<file path="src/hw/audio_tx_pkg.sv">
// Purpose: Shared constants for the serial audio word sequencer and its lanes.
// Assumes: APB register bus with 32-bit data, one register per aligned word.
// Notes: Offsets are byte addresses; unused bits of each register read as zero.
package audio_tx_pkg;

  // ==========================================================================
  // Data path sizes
  // ==========================================================================
  localparam int DATA_W = 24;
  localparam int LANES = 3;
  localparam int CNT_W = 6;

  // ==========================================================================
  // Register offsets
  // ==========================================================================
  localparam logic [7:0] OFS_CONTROL = 8'h00;
  localparam logic [7:0] OFS_STATUS = 8'h04;
  localparam logic [7:0] OFS_DATA_0 = 8'h08;
  localparam logic [7:0] OFS_DATA_1 = 8'h0c;
  localparam logic [7:0] OFS_DATA_2 = 8'h10;

  // ==========================================================================
  // Control register fields
  // ==========================================================================
  localparam int CTL_EN_LSB = 0;
  localparam int CTL_MASTER = 3;
  localparam int CTL_WLEN_LSB = 4;
  localparam int CTL_TX_IRQ_EN = 6;
  localparam logic [6:0] CTL_RESET = 7'h00;

  // ==========================================================================
  // Status register fields
  // ==========================================================================
  localparam int STS_LEFT_EMPTY = 0;
  localparam int STS_RIGHT_EMPTY = 1;
  localparam int STS_EXPECT_RIGHT = 2;
  localparam int STS_BUSY = 3;

  // ==========================================================================
  // Word length codes and bit counts
  // ==========================================================================
  localparam logic [1:0] WLEN_16 = 2'h0;
  localparam logic [1:0] WLEN_24 = 2'h1;
  localparam logic [1:0] WLEN_32 = 2'h2;
  localparam logic [CNT_W-1:0] BITS_16 = 6'h10;
  localparam logic [CNT_W-1:0] BITS_24 = 6'h18;
  localparam logic [CNT_W-1:0] BITS_32 = 6'h20;

  // ==========================================================================
  // Master bit clock timing
  // ==========================================================================
  localparam int CLK_HZ = 25_000_000;
  localparam int BCLK_HALF_NS = 160;
  localparam int BCLK_HALF_CYC = (BCLK_HALF_NS * (CLK_HZ / 1_000_000)) / 1000;

  // Sequencer states.
  typedef enum logic [1:0] {
    SEQ_IDLE,
    SEQ_WAIT,
    SEQ_SHIFT
  } seq_state_t;

endpackage

</file>
<file path="src/hw/link_sync.sv">
// Purpose: Two-flop synchroniser with rising edge detection for link pins.
// Assumes: Inputs are asynchronous to pclk.
// Notes: Edge detection reads only the second stage and its delayed copy.
`timescale 1ns/1ns
`default_nettype none
module link_sync #(
  parameter int WIDTH = 2
) (
  input wire logic pclk,
  input wire logic presetn,
  input wire logic [WIDTH-1:0] async_in,
  output logic [WIDTH-1:0] level,
  output logic [WIDTH-1:0] rise
);

  logic [WIDTH-1:0] stage1_r;
  logic [WIDTH-1:0] stage2_r;
  logic [WIDTH-1:0] prev_r;

  // Two flops per bit, then one more to find edges.
  always_ff @(posedge pclk or negedge presetn) begin
    if (!presetn) begin
      stage1_r <= '0;
      stage2_r <= '0;
      prev_r <= '0;
    end else begin
      stage1_r <= async_in;
      stage2_r <= stage1_r;
      prev_r <= stage2_r;
    end
  end

  // Level and edge outputs come from the synchronised stage only.
  assign level = stage2_r;
  assign rise = stage2_r & ~prev_r;

endmodule
`default_nettype wire

</file>
<file path="src/hw/tx_lane.sv">
// Purpose: One transmitter lane: holding register plus shift register.
// Assumes: Load and shift are one-cycle pulses from the sequencer.
// Notes: Data shifts out most significant bit first.
`timescale 1ns/1ns
`default_nettype none
module tx_lane (
  input wire logic pclk,
  input wire logic presetn,
  input wire logic wr,
  input wire logic [audio_tx_pkg::DATA_W-1:0] wdata,
  input wire logic enable,
  input wire logic load,
  input wire logic shift,
  input wire logic hold,
  input wire logic quiet,
  output logic sd_r
);

  logic [audio_tx_pkg::DATA_W-1:0] data_r;
  logic [audio_tx_pkg::DATA_W-1:0] shift_r;

  // The holding register takes writes at any time, even in reset.
  always_ff @(posedge pclk or negedge presetn) begin
    if (!presetn) begin
      data_r <= '0;
    end else if (wr) begin
      data_r <= wdata;
    end
  end

  // The shifter loads the held word or moves one bit per bit clock.
  always_ff @(posedge pclk or negedge presetn) begin
    if (!presetn) begin
      shift_r <= '0;
    end else if (load) begin
      shift_r <= data_r;
    end else if (shift && !hold) begin
      shift_r <= {shift_r[audio_tx_pkg::DATA_W-2:0], shift_r[0]};
    end
  end

  // Serial output is low while idle, between words or when disabled.
  always_ff @(posedge pclk or negedge presetn) begin
    if (!presetn) begin
      sd_r <= 1'b0;
    end else if (quiet || !enable) begin
      sd_r <= 1'b0;
    end else if (load) begin
      sd_r <= data_r[audio_tx_pkg::DATA_W-1];
    end else if (shift && !hold) begin
      sd_r <= shift_r[audio_tx_pkg::DATA_W-2];
    end
  end

endmodule
`default_nettype wire

</file>
<file path="src/hw/serial_audio_word_sequencer.sv">
// Purpose: Transmit word sequencer of a serial audio unit with APB registers.
// Assumes: Slave mode takes bit clock and word select from pins; master makes them.
// Notes: Word select low marks the left word, high the right word.
//
// Chosen here: the register addresses and the APB interface to the registers.
`timescale 1ns/1ns
`default_nettype none
module serial_audio_word_sequencer #(
  parameter int BCLK_HALF = audio_tx_pkg::BCLK_HALF_CYC
) (
  input wire logic pclk,
  input wire logic presetn,
  input wire logic psel,
  input wire logic penable,
  input wire logic pwrite,
  input wire logic [7:0] paddr,
  input wire logic [31:0] pwdata,
  output logic [31:0] prdata,
  output logic pready,
  output logic pslverr,
  input wire logic stop_req,
  input wire logic tx_bit_clock_i,
  output logic tx_bit_clock_o,
  output logic tx_bit_clock_oe,
  input wire logic tx_word_select_i,
  output logic tx_word_select_o,
  output logic tx_word_select_oe,
  output logic [2:0] tx_data_o,
  output logic tx_irq,
  output logic rx_status_clear
);

  // Refuse a half period that the 8-bit divider cannot count.
  if (BCLK_HALF < 1 || BCLK_HALF > 255) begin : g_bad_half
    $error("BCLK_HALF must lie between 1 and 255");
  end

  // ==========================================================================
  // Declarations
  // ==========================================================================
  logic [2:0] en_r;
  logic master_r;
  logic [1:0] wlen_r;
  logic tx_irq_enable_r;
  logic left_empty_flag_r;
  logic right_empty_flag_r;
  logic status_seen_r;
  logic [2:0] written_r;
  logic expect_right_r;
  logic [audio_tx_pkg::CNT_W-1:0] count_r;
  audio_tx_pkg::seq_state_t state_r;
  logic [7:0] div_r;
  logic bclk_gen_r;
  logic ws_gen_r;
  logic ws_prev_r;
  logic pready_r;
  logic pslverr_r;
  logic [31:0] prdata_r;
  logic tx_irq_r;
  logic rx_clear_r;
  logic [1:0] sync_level;
  logic [1:0] sync_rise;
  logic in_reset;
  logic tick;
  logic ws_now;
  logic ws_edge;
  logic right_edge;
  logic [audio_tx_pkg::CNT_W-1:0] word_bits;
  logic setup;
  logic access;
  logic wr_ctl;
  logic status_rd;
  logic [2:0] wr_data;
  logic word_end;
  logic expect_right_nxt;
  logic start_word;
  logic load_left;
  logic load_right;
  logic all_written;
  logic clear_ok;
  logic shift_tick;
  logic hold_bits;
  logic quiet;
  logic mapped;

  // ==========================================================================
  // Link pins
  // ==========================================================================

  // Slave pins pass two flops before the sequencer looks at them.
  link_sync #(
    .WIDTH(2)
  ) pin_sync (
    .pclk(pclk),
    .presetn(presetn),
    .async_in({tx_word_select_i, tx_bit_clock_i}),
    .level(sync_level),
    .rise(sync_rise)
  );

  // Serial logic is held in its own reset while stopped or fully disabled.
  assign in_reset = stop_req || (en_r == 3'h0);

  // Master mode divides pclk into a bit clock; its rising edge is the tick.
  always_ff @(posedge pclk or negedge presetn) begin
    if (!presetn) begin
      div_r <= 8'h00;
      bclk_gen_r <= 1'b0;
    end else if (in_reset || !master_r) begin
      div_r <= 8'h00;
      bclk_gen_r <= 1'b0;
    end else if (div_r == 8'(BCLK_HALF - 1)) begin
      div_r <= 8'h00;
      bclk_gen_r <= !bclk_gen_r;
    end else begin
      div_r <= div_r + 8'h01;
    end
  end

  // Tick marks one bit clock period, from the divider or from the pin.
  assign tick = master_r ? (div_r == 8'(BCLK_HALF - 1) && !bclk_gen_r) : sync_rise[0];
  assign ws_now = sync_level[1];
  assign ws_edge = (ws_now != ws_prev_r);
  assign right_edge = ws_now;

  // Word select is remembered at every tick; in individual reset it tracks the pin, so enable sees no stale edge.
  always_ff @(posedge pclk or negedge presetn) begin
    if (!presetn) begin
      ws_prev_r <= 1'b0;
    end else if (in_reset || tick) begin
      ws_prev_r <= ws_now;
    end
  end

  // ==========================================================================
  // Word sequencer
  // ==========================================================================

  // Word length in bit clocks from the control field.
  always_comb begin
    case (wlen_r)
      audio_tx_pkg::WLEN_16: word_bits = audio_tx_pkg::BITS_16;
      audio_tx_pkg::WLEN_32: word_bits = audio_tx_pkg::BITS_32;
      default: word_bits = audio_tx_pkg::BITS_24;
    endcase
  end

  // A word ends when its bit count meets the programmed length.
  assign word_end = (state_r == audio_tx_pkg::SEQ_SHIFT) && tick && (count_r == word_bits);

  // Side expected by a word starting in this tick.
  assign expect_right_nxt = word_end ? !expect_right_r : expect_right_r;

  // In slave mode the next word starts only on a select edge matching the expected side; master starts it at the next tick.
  always_comb begin
    start_word = 1'b0;
    if (!in_reset && tick) begin
      if (state_r == audio_tx_pkg::SEQ_IDLE && master_r) begin
        start_word = 1'b1;
      end else if (state_r == audio_tx_pkg::SEQ_WAIT || word_end) begin
        if (master_r) begin
          start_word = 1'b1;
        end else begin
          start_word = ws_edge && (right_edge == expect_right_nxt);
        end
      end
    end
  end

  assign load_left = start_word && !expect_right_nxt;
  assign load_right = start_word && expect_right_nxt;

  // State moves idle to wait, or straight to shift when a master word starts at once, shifts a word, then waits again unless the next word starts in the same tick.
  always_ff @(posedge pclk or negedge presetn) begin
    if (!presetn) begin
      state_r <= audio_tx_pkg::SEQ_IDLE;
    end else if (in_reset) begin
      state_r <= audio_tx_pkg::SEQ_IDLE;
    end else begin
      case (state_r)
        audio_tx_pkg::SEQ_IDLE: begin
          if (start_word) begin
            state_r <= audio_tx_pkg::SEQ_SHIFT;
          end else begin
            state_r <= audio_tx_pkg::SEQ_WAIT;
          end
        end
        audio_tx_pkg::SEQ_WAIT: begin
          if (start_word) begin
            state_r <= audio_tx_pkg::SEQ_SHIFT;
          end
        end
        audio_tx_pkg::SEQ_SHIFT: begin
          if (word_end && !start_word) begin
            state_r <= audio_tx_pkg::SEQ_WAIT;
          end
        end
        default: state_r <= audio_tx_pkg::SEQ_IDLE;
      endcase
    end
  end

  // Bit count runs only during a word; select edges do not touch it.
  always_ff @(posedge pclk or negedge presetn) begin
    if (!presetn) begin
      count_r <= '0;
    end else if (in_reset) begin
      count_r <= '0;
    end else if (start_word) begin
      count_r <= 6'h01;
    end else if (state_r == audio_tx_pkg::SEQ_SHIFT && tick && !word_end) begin
      count_r <= count_r + 6'h01;
    end
  end

  // One side bit: forced left in reset, toggled at each finished word.
  always_ff @(posedge pclk or negedge presetn) begin
    if (!presetn) begin
      expect_right_r <= 1'b0;
    end else if (in_reset) begin
      expect_right_r <= 1'b0;
    end else if (word_end) begin
      expect_right_r <= !expect_right_r;
    end
  end

  // Master word select follows the side of the word that starts.
  always_ff @(posedge pclk or negedge presetn) begin
    if (!presetn) begin
      ws_gen_r <= 1'b0;
    end else if (in_reset || !master_r) begin
      ws_gen_r <= 1'b0;
    end else if (start_word) begin
      ws_gen_r <= expect_right_nxt;
    end
  end

  // Shift enables and output silence for the lanes.
  assign shift_tick = (state_r == audio_tx_pkg::SEQ_SHIFT) && tick && !word_end;
  assign hold_bits = (count_r >= audio_tx_pkg::BITS_24); // last bit repeats on long words
  assign quiet = in_reset || (word_end && !start_word) || (state_r != audio_tx_pkg::SEQ_SHIFT && !start_word);

  // ==========================================================================
  // Transmit lanes
  // ==========================================================================
  genvar lane;
  generate
    for (lane = 0; lane < audio_tx_pkg::LANES; lane++) begin : g_lane
      tx_lane lane_inst (
        .pclk(pclk),
        .presetn(presetn),
        .wr(wr_data[lane]),
        .wdata(pwdata[audio_tx_pkg::DATA_W-1:0]),
        .enable(en_r[lane]),
        .load(start_word),
        .shift(shift_tick),
        .hold(hold_bits),
        .quiet(quiet),
        .sd_r(tx_data_o[lane])
      );
    end
  endgenerate

  // ==========================================================================
  // APB slave
  // ==========================================================================
  assign setup = psel && !penable;
  assign access = psel && penable && pready_r;
  assign mapped = (paddr == audio_tx_pkg::OFS_CONTROL) || (paddr == audio_tx_pkg::OFS_STATUS) ||
                  (paddr == audio_tx_pkg::OFS_DATA_0) || (paddr == audio_tx_pkg::OFS_DATA_1) ||
                  (paddr == audio_tx_pkg::OFS_DATA_2);
  assign wr_ctl = access && pwrite && (paddr == audio_tx_pkg::OFS_CONTROL);
  assign status_rd = access && !pwrite && (paddr == audio_tx_pkg::OFS_STATUS);
  assign wr_data[0] = access && pwrite && (paddr == audio_tx_pkg::OFS_DATA_0);
  assign wr_data[1] = access && pwrite && (paddr == audio_tx_pkg::OFS_DATA_1);
  assign wr_data[2] = access && pwrite && (paddr == audio_tx_pkg::OFS_DATA_2);

  // Every access gets one wait-free access phase; unmapped ones report an error.
  always_ff @(posedge pclk or negedge presetn) begin
    if (!presetn) begin
      pready_r <= 1'b0;
      pslverr_r <= 1'b0;
    end else begin
      pready_r <= setup;
      pslverr_r <= setup && !mapped;
    end
  end

  // Read data is captured in the setup cycle; data registers read as zero.
  always_ff @(posedge pclk or negedge presetn) begin
    if (!presetn) begin
      prdata_r <= 32'h0000_0000;
    end else if (setup && !pwrite) begin
      prdata_r <= 32'h0000_0000;
      if (paddr == audio_tx_pkg::OFS_CONTROL) begin
        prdata_r[6:0] <= {tx_irq_enable_r, wlen_r, master_r, en_r};
      end else if (paddr == audio_tx_pkg::OFS_STATUS) begin
        prdata_r[audio_tx_pkg::STS_LEFT_EMPTY] <= left_empty_flag_r;
        prdata_r[audio_tx_pkg::STS_RIGHT_EMPTY] <= right_empty_flag_r;
        prdata_r[audio_tx_pkg::STS_EXPECT_RIGHT] <= expect_right_r;
        prdata_r[audio_tx_pkg::STS_BUSY] <= (state_r == audio_tx_pkg::SEQ_SHIFT);
      end
    end
  end

  // Control bits change only by software writes, never by stop.
  always_ff @(posedge pclk or negedge presetn) begin
    if (!presetn) begin
      {tx_irq_enable_r, wlen_r, master_r, en_r} <= audio_tx_pkg::CTL_RESET;
    end else if (wr_ctl) begin
      en_r <= pwdata[audio_tx_pkg::CTL_EN_LSB +: 3];
      master_r <= pwdata[audio_tx_pkg::CTL_MASTER];
      wlen_r <= pwdata[audio_tx_pkg::CTL_WLEN_LSB +: 2];
      tx_irq_enable_r <= pwdata[audio_tx_pkg::CTL_TX_IRQ_EN];
    end
  end

  // ==========================================================================
  // Empty flags
  // ==========================================================================

  // Writes to every enabled data register are gathered before a clear.
  assign all_written = (((written_r | wr_data) & en_r) == en_r);
  assign clear_ok = (left_empty_flag_r ^ right_empty_flag_r) || status_seen_r;

  // Writes since the last load or completed set, tracked per lane.
  always_ff @(posedge pclk or negedge presetn) begin
    if (!presetn) begin
      written_r <= 3'h0;
    end else if (in_reset || start_word || (all_written && |wr_data)) begin
      written_r <= 3'h0;
    end else begin
      written_r <= written_r | wr_data;
    end
  end

  // A status read during underrun arms the clear by data writes.
  always_ff @(posedge pclk or negedge presetn) begin
    if (!presetn) begin
      status_seen_r <= 1'b0;
    end else if (in_reset || (all_written && |wr_data)) begin
      status_seen_r <= 1'b0;
    end else if (status_rd && left_empty_flag_r && right_empty_flag_r) begin
      status_seen_r <= 1'b1;
    end
  end

  // Loading one side sets the other side's flag; a load wins over a clear.
  always_ff @(posedge pclk or negedge presetn) begin
    if (!presetn) begin
      left_empty_flag_r <= 1'b0;
      right_empty_flag_r <= 1'b0;
    end else if (in_reset) begin
      left_empty_flag_r <= 1'b0;
      right_empty_flag_r <= 1'b0;
    end else begin
      if (load_right) begin
        left_empty_flag_r <= 1'b1;
      end else if (all_written && |wr_data && clear_ok) begin
        left_empty_flag_r <= 1'b0;
      end
      if (load_left) begin
        right_empty_flag_r <= 1'b1;
      end else if (all_written && |wr_data && clear_ok) begin
        right_empty_flag_r <= 1'b0;
      end
    end
  end

  // ==========================================================================
  // Outputs
  // ==========================================================================

  // Interrupt, receive status clear and master pin drive, all registered.
  always_ff @(posedge pclk or negedge presetn) begin
    if (!presetn) begin
      tx_irq_r <= 1'b0;
      rx_clear_r <= 1'b0;
    end else begin
      tx_irq_r <= tx_irq_enable_r && (left_empty_flag_r || right_empty_flag_r);
      rx_clear_r <= stop_req;
    end
  end

  // Master pins are driven only in master mode.
  always_ff @(posedge pclk or negedge presetn) begin
    if (!presetn) begin
      tx_bit_clock_oe <= 1'b0;
      tx_word_select_oe <= 1'b0;
    end else begin
      tx_bit_clock_oe <= master_r;
      tx_word_select_oe <= master_r;
    end
  end

  assign tx_bit_clock_o = bclk_gen_r;
  assign tx_word_select_o = ws_gen_r;
  assign tx_irq = tx_irq_r;
  assign rx_status_clear = rx_clear_r;
  assign prdata = prdata_r;
  assign pready = pready_r;
  assign pslverr = pslverr_r;

endmodule
`default_nettype wire

</file>
<file path="config.mk">
export PLATFORM = sky130hd
export DESIGN_NAME = serial_audio_word_sequencer
export DESIGN_NICKNAME = d
export VERILOG_FILES = /design/src/hw/audio_tx_pkg.sv /design/src/hw/link_sync.sv /design/src/hw/tx_lane.sv /design/src/hw/serial_audio_word_sequencer.sv
export SDC_FILE = /design/constraint.sdc
export NUM_CORES = 1
export LEC_CHECK = 0
export BUFFER_PORTS_ARGS = -buffer_cell sky130_fd_sc_hd__buf_2
export CORE_MARGIN = 2
export CORE_UTILIZATION = 53
export DETAILED_ROUTE_END_ITERATION = 7
export PLACE_DENSITY = 0.84
export RECOVER_POWER = 25
export SLEW_MARGIN = 20
export SYNTH_ARGS = -nofsm -noshare
export SYNTH_HDL_FRONTEND = slang
export SYNTH_SLANG_ARGS = --single-unit
</file>
<file path="constraint.sdc">
create_clock -name pclk -period 2.9 [get_ports pclk]
set_input_delay 0.145 -clock pclk [delete_from_list [all_inputs] [get_ports pclk]]
set_output_delay 0.145 -clock pclk [all_outputs]
set_load 0.005 [all_outputs]
</file>
; ---- Word level (Yosys, flattened, before mapping)
; Index checks and enable logic that the tools add are counted.
[totals]
regBits = 194
[classes]
mux = 48
order_cmp = 1
n_eq_ne = 15
n_bitwise = 5
add_sub_neg = 2
n_reduce_logical = 77
[ops]
columns = operator, count
row1 = $mux W23, 6
row2 = $logic_and A1 B1 Y1, 29
row3 = $mux W1, 27
row4 = $logic_or A1 B1 Y1, 18
row5 = $mux W6, 3
row6 = $reduce_bool A3 Y1, 6
row7 = $eq A8 B4 Y1 const B, 2
row8 = $mux W8, 2
row9 = $logic_not A1 Y1, 14
row10 = $pmux W6 S2, 1
row11 = $add A8 B1 Y8 const B, 1
row12 = $eq A8 B2 Y1 const B, 1
row13 = $eq A8 B3 Y1 const B, 1
row14 = $eq A8 B5 Y1 const B, 1
row15 = $logic_not A8 Y1, 1
row16 = $mux W2, 4
row17 = $mux W4, 2
row18 = $reduce_bool A2 Y1, 4
row19 = $add A6 B1 Y6 const B, 1
row20 = $eq A6 B6 Y1, 1
row21 = $ge A6 B5 Y1 const B, 1
row22 = $mux W3, 2
row23 = $ne A3 B3 Y1 const B, 2
row24 = $pmux W2 S3, 1
row25 = other kinds (15), 17

; ---- Depth between registers and ports, before layout
; Gate-level depths: netlist of the first run.
[logic_depth]
ltp_word = 18
ltp_mapped = 11
mapped_depth_nobuf = 9

; ---- By module
; Synthesis of the first run repeated with hierarchy kept, for this count alone.
[hier_totals]
cells_unflattened = 748
hier_area_um2 = 9013.6
[by_module_without_submodules]
columns = module, instances, area_each_um2, seq_area_each_um2, cells_per_inst
row1 = tx_lane, 3, 2069.5, 1201.2, 159
row2 = serial_audio_word_sequencer, 1, 2627.5, 1126.1, 263
row3 = link_sync, 1, 177.7, 150.1, 8

; ---- Least setup slack after synthesis of the first run
; No wires, ideal clock.
[synth_path]
path_type = reg-to-reg
from = register count_r[0] (netlist bit)
to = register g_lane[0].lane_inst.shift_r[0] (netlist bit)
t_required_ns = 2.775
path_stages_with_launch = 11
path_buffers = 2
setup_slack_ns = -0.002
arrival_time_ns = 2.777
setup_time_ns = 0.125
cell_sequence = dfrtp_1 > inv_1 > ha_1 > nand2b_1 > or4b_1 > a211o_1 > a211o_1 > nor3_4 > buf_2 > buf_2 > mux2_2
[synth_between]
elab_chain_cells = 10
[synth_rtl]
columns = element, line_no
row1 = "start, declared", serial_audio_word_sequencer.sv:50  ; logic [audio_tx_pkg::CNT_W-1:0] count_r;
row2 = "start signal, assigned", serial_audio_word_sequencer.sv:212  ; count_r <= count_r + 6'h01;
row3 = $eq A6 B6 Y1 *, serial_audio_word_sequencer.sv:149  ; assign word_end = (state_r == audio_tx_pkg::SEQ_SHIFT) && tick && (count_r == word_bits);
row4 = $logic_and A1 B1 Y1 *, serial_audio_word_sequencer.sv:149
row5 = $mux W1, -
row6 = $eq A1 B1 Y1, serial_audio_word_sequencer.sv:164  ; start_word = ws_edge && (right_edge == expect_right_nxt);
row7 = $logic_and A1 B1 Y1, serial_audio_word_sequencer.sv:164
row8 = $mux W1, serial_audio_word_sequencer.sv:161  ; if (master_r) begin
row9 = $mux W1 *, serial_audio_word_sequencer.sv:160  ; end else if (state_r == audio_tx_pkg::SEQ_WAIT || word_end) begin
row10 = $mux W1 *, serial_audio_word_sequencer.sv:158  ; if (state_r == audio_tx_pkg::SEQ_IDLE && master_r) begin
row11 = $mux W1 *, serial_audio_word_sequencer.sv:157  ; if (!in_reset && tick) begin
row12 = $mux W23, tx_lane.sv:35  ; end else if (load) begin
row13 = "end signal, assigned", tx_lane.sv:36  ; shift_r <= data_r;
row14 = "end signal, assigned", tx_lane.sv:38  ; shift_r <= {shift_r[audio_tx_pkg::DATA_W-2:0], shift_r[0]};
row15 = "end, declared", tx_lane.sv:20  ; logic [audio_tx_pkg::DATA_W-1:0] shift_r;
; Mark *: on every way between the ends. The rest lies on a longest branch, timed or not.
; A chain may end at the register's enable or synchronous reset.

; ---- Final worst setup path of the first run
[layout_path]
from = register wlen_r[1]
to = register g_lane[2].lane_inst.shift_r[0] (netlist bit)
[layout_between]
elab_chain_cells = 12
[layout_rtl]
columns = element, line_no
row1 = "start, declared", serial_audio_word_sequencer.sv:43  ; logic [1:0] wlen_r;
row2 = "start signal, assigned", serial_audio_word_sequencer.sv:309  ; {tx_irq_enable_r, wlen_r, master_r, en_r} <= audio_tx_pkg::CTL_RESET;
row3 = "start signal, assigned", serial_audio_word_sequencer.sv:313  ; wlen_r <= pwdata[audio_tx_pkg::CTL_WLEN_LSB +: 2];
row4 = $eq A2 B2 Y1 or $logic_not A2 Y1 (tied branches), serial_audio_word_sequencer.sv:141  ; case (wlen_r)
row5 = $pmux W6 S2 *, serial_audio_word_sequencer.sv:141
row6 = $eq A6 B6 Y1 *, serial_audio_word_sequencer.sv:149
row7 = $logic_and A1 B1 Y1 *, serial_audio_word_sequencer.sv:149
row8 = $mux W1, -
row9 = $eq A1 B1 Y1, serial_audio_word_sequencer.sv:164
row10 = $logic_and A1 B1 Y1, serial_audio_word_sequencer.sv:164
row11 = $mux W1, serial_audio_word_sequencer.sv:161
row12 = $mux W1 *, serial_audio_word_sequencer.sv:160
row13 = $mux W1 *, serial_audio_word_sequencer.sv:158
row14 = $mux W1 *, serial_audio_word_sequencer.sv:157
row15 = $mux W23, tx_lane.sv:35
row16 = "end signal, assigned", tx_lane.sv:36
row17 = "end signal, assigned", tx_lane.sv:38
row18 = "end, declared", tx_lane.sv:20
; Marked as above.

==> metrics.md, run 1 <==
| Metric | Value |
|---|---|
| Status | finished, violations left |
| Failing checks | max-capacitance violations, max-slew violations |
| Routed vias | 5560 |
| CP max FO | 18 |
| Setup crit start kind | flip-flop |
| Leak | 5.28 nW |
| Final instance area | 9860 um2 |
| Residual DRC | 0 |
| Overall routing resource usage | 21.9% |
| Ranking of synthesized cells by area | dfrtp_1, mux2_2, a22o_1 |
| First-pass GRT wire length | 28400 um |
| Top cells by count, synth | dfrtp_1, mux2_2, a22o_1 |
| Diode count | 0 |
| Post-DP Area | 8910 um2 |
| Critical-path cell list | or3b_1 -> a2111o_1 -> a211o_1 -> a211o_1 -> nor3_4 -> buf_4 -> buf_8 -> mux2_2 |
| H-tree Lvls | 4 |
| Area leader, netlist | dfrtp_1 |
| Fin nets | 807 |
| Count of cell types in the netlist | 49 |
| Synth Flop Type | dfrtp_1 |
| Vias in the first global route | 5722 |
| Die Y | 129 um |
| Initial Util | 54.5% |
| Sequential-to-total area share from yosys stat | 58.2% |
| Yosys top cell area share | 58.2% |
| Reg clk slew, reported paths | 0.07 ns |
| ANT nets after route | 0 |
| Detail Placement HPWL | 11000 um |
| Max incr delay on CP | 0.42 ns |
| Core Rows | 45 |
| Hold Violations, Final | 0 |
| Max Fclk | 356 MHz |
| Slowest CP cell | a2111o_1 |
| DR iter-0 viols | 386 |
| Max-cap violations | 1 |
| Initial antenna violation count | 0 |
| Layout cells sized above 1 | 26.6% |
| Routability cong. | 0.861 |
| Area grow syn2layout | 18.2% |
| Overflow after GRT | 0 |
| Sinks on the clock net | 194 |
| Worst IR Drop VDD | 0.459 mV |
| Final WL | 17400 um |
| Total CTS buffers | 17 |
| Synthesized flop and latch total | 194 |
| Fillcell total | 1117 |
| Initial DRT Pass Iterations | 5 |
| Largest delay share family, worst path | compound AO/OA/AOI/OAI gates |
| Die span in x | 129 um |
| CP Capture Type | flip-flop |
| Min-Delay Path Class | input pin to flip-flop |
| Fin crit share | 96.8% |
| Setup TNS | 0 ns |
| Final Skew | 0.0114 ns |
| WP buf/inv | 2 |
| Final Slew Violations | 100 |
| Synth Warn # | 0 |
| Max-Slew Margin vs Limit | -49.6% |
| WP data arrival | 3.13 ns |
| Synthesized area per cell | 12.5 um2 |
| Root Buffer Master | clkbuf_16 |
| CTS tree | yes |
| Via-per-instance ratio | 5.68 |
| CTS Buffer Depth | 2 |
| Pwr/cell area | 568 nW/um2 |
| Avg WL per Cell | 17.8 um |
| Die area | 16800 um2 |
| CP required | 3.22 ns |
| Async set-reset flop share out of synthesis | 100% |
| # IOs | 91 |
| CP dominant cell by count | a211o_1 |
| Slew @ Worst Pin | 2.24 ns |
| Most frequent cell after synthesis | dfrtp_1 |
| Critical path class | flip-flop to flip-flop |
| Largest net degree at the start of global routing | 101 |
| Core area | 15300 um2 |
| Mapped Area | 8340 um2 |
| Final setup violating endpoints | 0 |
| Port bufs | 57 |
| Worst-Skew Late Latency | 0.44 ns |
| Cells after Synth | 667 |
| Post-synth EDFFs | 0 |
| Minimum clock period | 2.81 ns |
==> cell type report <==
class                           instances  area (um2)  area share (%)
Multi-Input combinational cell        424        3230            32.7
Tap cell                              211         264            2.68
Clock inverter                         14         248            2.51
Timing Repair Buffer                  109         806            8.17
Inverter                                9        33.8           0.343
Sequential cell                       194        4850            49.2
Clock buffer                           18         429            4.35
==> power breakdown <==
group	switching [mW]	leakage [nW]	total [mW]	internal [mW]
logic	0.118	2.28	0.188	0.0707
registers	0.0130	2.67	2.74	2.73
clock network	1.04	0.328	2.67	1.63
==> placed cells by master (no fill, tap or decap), types with 5 or more instances in the layout <==
cell / n
a21o_1: 57
a21oi_1: 17
a22o_1: 59
a22oi_1: 7
and2_1: 6
buf_12: 5
buf_2: 53
buf_4: 20
bufinv_16: 6
clkbuf_1: 6
clkbuf_16: 17
conb_1: 25
dfrtp_1: 194
dlygate4sd3_1: 23
inv_1: 9
mux2_2: 82
mux2i_1: 7
nand2_1: 20
nand2b_1: 6
nand3_1: 11
nor2_1: 40
nor2b_1: 7
o21ai_0: 12
xor2_1: 8
==> routing by layer <==
| layer | wire length (um) | vias up | GRT usage (%) |
|---|---|---|---|
| met5 | 0 | - | 0 |
| met3 | 887 | 35 | 5.08 |
| met2 | 8550 | 182 | 35.7 |
| met4 | 384 | 0 | 8.54 |
| met1 | 7570 | 2830 | 28.9 |
| li1 | - | 2513 | - |
==> worst reg2reg max path, cell delays in order, from the launching register on <==
cell and delay [ns]:
dfrtp_1 0.39, or3b_1 0.37, a2111o_1 0.42, a211o_1 0.34, a211o_1 0.31, nor3_4 0.21, buf_4 0.15, buf_8 0.16
mux2_2 0.35
==> state kept, by name, indices dropped and copies added (netlist names), 2 cells and up <==
register / flops
g_lane.lane_inst.data_r: 72
g_lane.lane_inst.shift_r: 69
div_r: 8
prdata: 7
count_r: 6
en_r: 3
g_lane.lane_inst.sd_r: 3
written_r: 3
pin_sync.level: 2
pin_sync.stage1_r: 2
state_r: 2
wlen_r: 2
==> stage by stage <==
step	instances	total power, mW	setup WS [ns]	utilization, %	hold WS, ns
final	979	5.60	0.0928	64.4	0.0292
after global routing	979	5.78	-0.0671	64.4	0.0125
after CTS	977	5.64	0.000768	64.1	0.00188
after detailed placement	922	2.96	0.0283	58.2	0.254
after global placement	922	2.95	0.0817	58.2	0.255
after floorplan	691	2.86	0.0362	-	-0.151
==> path summary, 6_finish.rpt <==
check                                      from                             end  slack, ns  cells after the start
min                                      pwrite                       prdata[5]       0.03                      3
min reg2reg                pin_sync.stage1_r[0]               pin_sync.level[0]       0.35                      0
max                                   wlen_r[1]  g_lane[2].lane_inst.shift_r[0]       0.09                      8
max in group asynchronous               presetn  g_lane[0].lane_inst.data_r[19]       0.63                      2
min in group asynchronous               presetn            pin_sync.stage1_r[0]       0.90                      2
max reg2reg                           wlen_r[1]  g_lane[2].lane_inst.shift_r[0]       0.09                      8
==> logic make-up (layout without fill, tap and decap cells) <==
logic type	count (synthesis)	in the layout	share of synthesized area, %
muxes	89	89	11.9
AOI/OAI and AO/OA	174	174	15.9
other	1	25	0.0450
adders and majority gates	4	4	0.600
DFF	194	194	58.2
xor gates and xnor gates	12	12	1.26
and+or+nand+nor	120	120	7.38
buffers and inverters	73	150	4.67
==> timing repair <==
action | CTS | global route
endpoints found under the setup margin | 0 | 81
hold buffers | 23 | 0
setup buffers | 0 | 2
resized for setup | 0 | 9
hold endpoints to repair | 151 | 0
Note: power is estimated with default switching activity, not from simulation.
==> run 2, diff against run 1 <==
CORE_UTILIZATION = 25   (was 53)
PLACE_DENSITY = unset   (was 0.84)
PLACE_DENSITY_LB_ADDON = 0.2   (was unset)
==> metrics.md, run 2 (synthesis results as in run 1) <==
| Metric | Value |
|---|---|
| Worst-Skew Late Latency | 0.45 ns |
| Port bufs | 57 |
| Via-per-instance ratio | 4.44 |
| Placed cell count | 1164 |
| Routability cong. | 0.714 |
| Overflow after GRT | 0 |
| Hold Violations, Final | 0 |
| CP dominant cell by count | a211o_1 |
| # IOs | 91 |
| CP Capture Type | flip-flop |
| Slowest CP cell | or3_1 |
| Detail Placement HPWL | 12500 um |
| Initial Util | 25.5% |
| Avg WL per Cell | 15.9 um |
| Root Buffer Master | clkbuf_16 |
| Max-cap violations | 1 |
| Non-filler cells, final | 1229 |
| Routed vias | 5456 |
| Most frequent cells in the layout | dfrtp_1, mux2_2, a22o_1, a21o_1, buf_2 |
| Residual DRC | 0 |
| Reg with most FFs | g_lane.lane_inst.data_r |
| Seq pwr share | 51.0% |
| Pwr/cell area | 519 nW/um2 |
| ANT nets after route | 0 |
| Initial DRT Pass Iterations | 4 |
| Final setup violating endpoints | 0 |
| WP data arrival | 3.18 ns |
| Fillcell total | 3355 |
| Initial antenna violation count | 3 |
| Max FFs per register | 72 |
| H-tree Lvls | 4 |
| Largest net degree at the start of global routing | 62 |
| Core area | 32700 um2 |
| Fin crit share | 98.5% |
| Overall routing resource usage | 11.4% |
| Fin nets | 825 |
| CP required | 3.22 ns |
| WP buf/inv | 1 |
| Die area | 34800 um2 |
| Area grow syn2layout | 24.1% |
| Critical path class | flip-flop to flip-flop |
| First-pass GRT wire length | 31400 um |
| Die Y | 187 um |
| P_int | 3.99 mW |
| Layout cells sized above 1 | 28.2% |
| PnR worst setup slack | 0.0434 ns |
| Final Skew | 0.0168 ns |
| Max Fclk | 350 MHz |
| Sw Pwr | 1.38 mW |
| Status | finished, violations left |
| Max-Slew Margin vs Limit | -7.40% |
| Failing checks | max-capacitance violations, max-slew violations |
| Total CTS buffers | 17 |
| RSZ-0062 raised after global routing | yes |
| Tot Pwr | 5.37 mW |
| Setup crit start kind | flip-flop |
| Min-Delay Path Class | input pin to flip-flop |
| Minimum clock period | 2.86 ns |
| Worst IR Drop VDD | 0.394 mV |
| Clock power share | 45.4% |
| DR iter-0 viols | 270 |
| Place WS | 0.0446 ns |
| Final Slew Violations | 61 |
| Die span in x | 187 um |
| Top Registers | g_lane.lane_inst.data_r: 72 flops, g_lane.lane_inst.shift_r: 69 flops, div_r: 8 flops |
| Most common cell after layout, fill and taps aside | dfrtp_1 |
| Core Rows | 66 |
| Final WL | 19600 um |
| Critical-path cell list | or3b_1 -> a2111o_1 -> a211o_1 -> a211o_1 -> or3_1 -> buf_12 -> nor2_1 -> a21oi_1 |
| Switching Fraction | 25.7% |
| Slew @ Worst Pin | 1.61 ns |
| Leak | 5.38 nW |
| CTS tree | yes |
| Largest delay share family, worst path | compound AO/OA/AOI/OAI gates |
| CTS Buffer Depth | 2 |
| Vias in the first global route | 5569 |
| Reg clk slew, reported paths | 0.08 ns |
| Sinks on the clock net | 194 |
| Max incr delay on CP | 0.55 ns |
| CP max FO | 12 |
| Comb pwr share | 3.6% |
## run 2: cell count changes in the layout (fill, tap and decap cells not counted), moves of 4 or more
cell / delta
clkinv_8: +7
buf_12: +4
bufinv_16: -6
buf_4: +9
clkbuf_16: +4
## run 2: final cells by class
| cell class | instances | area [um2] | area share (%) |
|---|---|---|---|
| Antenna cell | 1 | 2.50 | 0.0242 |
| Multi-Input combinational cell | 425 | 3230 | 31.2 |
| Clock inverter | 15 | 205 | 1.98 |
| Inverter | 9 | 33.8 | 0.327 |
| Tap cell | 442 | 553 | 5.35 |
| Timing Repair Buffer | 126 | 1040 | 10.1 |
| Sequential cell | 194 | 4850 | 46.9 |
| Clock buffer | 17 | 425 | 4.11 |
## run 2: worst reg2reg max path, stage by stage (launching register included)
cell and delay, ns:
dfrtp_1 0.39, or3b_1 0.39, a2111o_1 0.42, a211o_1 0.33, a211o_1 0.30, or3_1 0.55
buf_12 0.22, nor2_1 0.10, a21oi_1 0.05
## run 2: worst paths after layout
| check | from | to | slack, ns | cells after the start |
|---|---|---|---|---|
| worst max-delay path | wlen_r[1] | g_lane[0].lane_inst.shift_r[22] | 0.04 | 8 |
| worst max register to register | wlen_r[1] | g_lane[0].lane_inst.shift_r[22] | 0.04 | 8 |
| worst min register to register | pin_sync.stage1_r[0] | pin_sync.level[0] | 0.35 | 0 |
| min in group asynchronous | presetn | tx_word_select_oe | 0.64 | 2 |
| worst min-delay path | pwdata[0] | g_lane[0].lane_inst.data_r[0] | 0.03 | 2 |
| max in group asynchronous | presetn | g_lane[0].lane_inst.shift_r[10] | 0.55 | 3 |
## run 2: power groups by stage
| stage | Combinational [mW] | Clock [mW] | Sequential [mW] |
|---|---|---|---|
| finish | 0.193 | 2.44 | 2.74 |
| global route | 0.222 | 2.63 | 2.74 |
| CTS | 0.204 | 2.52 | 2.74 |
| detailed placement | 0.178 | 0 | 2.79 |
| global placement | 0.177 | 0 | 2.79 |
| floorplan | 0.0661 | 0 | 2.79 |
## run 2: repair_timing
item                       in CTS  in global routing
hold buffers                   24                  0
setup buffers                   0                  4
setup endpoints to repair       0                 66
gates resized for setup         0                  5
hold endpoints to repair      118                  0
## run 2: layer usage
metal / GRT usage, % / wire (um) / vias to the layer above
li1: - / - / 2569
met1: 15.9 / 9920 / 2788
met2: 17.8 / 8900 / 85
met3: 2.33 / 542 / 14
met4: 3.30 / 193 / 0
met5: 0 / 0 / -
## run 2: stage by stage
step | TNS (ns) | utilization [%] | cell area (um2) | hold WS (ns)
after floorplan | 0 | - | 8430 | -0.151
after global placement | 0 | 28.6 | 9350 | 0.179
after detailed placement | 0 | 28.6 | 9350 | 0.181
after CTS | 0 | 31.3 | 10200 | 0.0143
after global routing | -1.10 | 31.6 | 10300 | 0.0309
final | 0 | 31.6 | 10300 | 0.0303
==> run 3, diff against run 2 <==
SETUP_SLACK_MARGIN = 0.1   (was unset)
==> metrics.md, run 3 (synthesis results as in run 1) <==
| Metric | Value |
|---|---|
| Status | finished, violations left |
| Failing checks | max-capacitance violations, max-slew violations |
| Final Skew | 0.0163 ns |
| Overall routing resource usage | 11.5% |
| Final instance area | 10200 um2 |
| Final setup violating endpoints | 0 |
| Total CTS buffers | 17 |
| Via-per-instance ratio | 4.41 |
| Post-DP Area | 9310 um2 |
| Reg clk slew, reported paths | 0.08 ns |
| Root Buffer Master | clkbuf_16 |
| Leak | 5.32 nW |
| Detail Placement HPWL | 12400 um |
| Die span in x | 187 um |
| CP Capture Type | flip-flop |
| Routability cong. | 0.744 |
| Smallest hold slack | 0.0292 ns |
| Core Rows | 66 |
| Initial antenna violation count | 0 |
| Core area | 32700 um2 |
| Overflow after GRT | 0 |
| Max Fclk | 355 MHz |
| Most frequent cells in the layout | dfrtp_1, mux2_2, a22o_1, a21o_1, buf_2 |
| Layout cells sized above 1 | 28.2% |
| Max FFs per register | 72 |
| Min-Delay Path Class | input pin to flip-flop |
| CP required | 3.23 ns |
| Vias in the first global route | 5672 |
| FF+latch area | 4850 um2 |
| Die area | 34800 um2 |
| Routed vias | 5402 |
| Slew @ Worst Pin | 2.12 ns |
| Worst IR Drop VDD | 0.417 mV |
| Reg with most FFs | g_lane.lane_inst.data_r |
| Critical-path cell list | or3b_1 -> a2111o_1 -> a211o_1 -> a211o_1 -> nor3_4 -> buf_12 -> nor2_4 -> buf_12 -> a21o_1 |
| # IOs | 91 |
| First-pass GRT wire length | 31900 um |
| Fin crit share | 97.2% |
| Area grow syn2layout | 22.3% |
| Max-Slew Margin vs Limit | -41.6% |
| Critical path class | flip-flop to flip-flop |
| Most common cell after layout, fill and taps aside | dfrtp_1 |
| Residual DRC | 0 |
| CTS Buffer Depth | 2 |
| Fin nets | 822 |
| Final Slew Violations | 80 |
| Fillcell total | 3379 |
| Worst-Skew Late Latency | 0.44 ns |
| Die Y | 187 um |
| Largest net degree at the start of global routing | 81 |
| H-tree Lvls | 4 |
| Max incr delay on CP | 0.39 ns |
| ANT nets after route | 0 |
| Sinks on the clock net | 194 |
| Setup crit start kind | flip-flop |
| DR iter-0 viols | 250 |
| Slowest CP cell | a2111o_1 |
| Avg WL per Cell | 15.7 um |
| CTS tree | yes |
| Pwr/cell area | 516 nW/um2 |
| WP data arrival | 3.15 ns |
| Port bufs | 57 |
| Top Registers | g_lane.lane_inst.data_r: 72 flops, g_lane.lane_inst.shift_r: 69 flops, div_r: 8 flops |
| RSZ-0062 raised after global routing | yes |
| Initial DRT Pass Iterations | 4 |
| Initial Util | 25.5% |
| Multi-input gate area | 3230 um2 |
| CP max FO | 27 |
| Minimum clock period | 2.82 ns |
| Max-cap violations | 1 |
| Hold Violations, Final | 0 |
| Final WL | 19300 um |
run 3: changes by cell type in the layout (fill, tap and decap cells not counted), sizes merged:
| cell | delta |
|---|---|
| clkbuf | -3 |
| dlygate4sd3 | -2 |
| buf | +3 |
| inv | +1 |
| clkinv | -2 |
run 3: where the power goes:
| part | switching [mW] | leakage [nW] | internal, mW | total [mW] |
|---|---|---|---|---|
| sequential | 0.0115 | 2.67 | 2.73 | 2.74 |
| clock | 1.16 | 0.284 | 1.17 | 2.33 |
| combinational | 0.123 | 2.37 | 0.0694 | 0.192 |
run 3: final timing paths:
path / start / to / slack (ns) / cells after the start
worst max-delay path: wlen_r[1] / g_lane[2].lane_inst.shift_r[14] / 0.08 / 9
worst min-delay path: pwdata[23] / g_lane[2].lane_inst.data_r[23] / 0.03 / 2
worst min register to register: pin_sync.stage1_r[0] / pin_sync.level[0] / 0.35 / 0
worst max register to register: wlen_r[1] / g_lane[2].lane_inst.shift_r[14] / 0.08 / 9
max in group asynchronous: presetn / count_r[5] / 0.72 / 3
min in group asynchronous: presetn / tx_word_select_oe / 0.85 / 2
run 3: cell type report:
cell class,instances,area share [%]
clock buffer,18,4.30
antenna,1,0.0245
tap,442,5.42
timing repair buffer,123,9.31
inverter,9,0.331
sequential,194,47.6
clock inverter,14,1.37
multi-input combinational,425,31.7
run 3: timing repair:
item,CTS,global route
hold buffers,22,0
cloned,0,1
hold endpoints to repair,132,0
resized for setup,4,2
endpoints found under the setup margin,73,81
pin swaps,1,1
setup buffers,5,1
run 3: worst max-delay path: cells and delay by family (launching register included):
kind	cells	cell delay, ns
AO/OA/AOI/OAI	4	1.27
buffers and inverters	2	0.39
flip-flops	1	0.38
AND/OR/NAND/NOR	3	0.66
run 3: metal layers:
layer / routed length [um] / GRT usage, % / vias to the layer above
li1: - / - / 2558
met1: 9840 / 16.4 / 2744
met2: 8640 / 17.4 / 86
met3: 519 / 2.29 / 14
met4: 272 / 3.88 / 0
met5: 0 / 0 / -
run 3: per-stage QoR:
stage	total power, mW	utilization, %	setup WS, ns	cells	setup TNS (ns)
floorplan	2.86	-	0.105	691	0
global placement	2.97	28.5	0.0290	1164	0
detailed placement	2.97	28.5	0.0138	1164	0
CTS	5.35	31.2	0.0922	1223	0
global route	5.51	31.2	-0.0385	1225	-0.730
finish	5.26	31.2	0.0806	1226	0
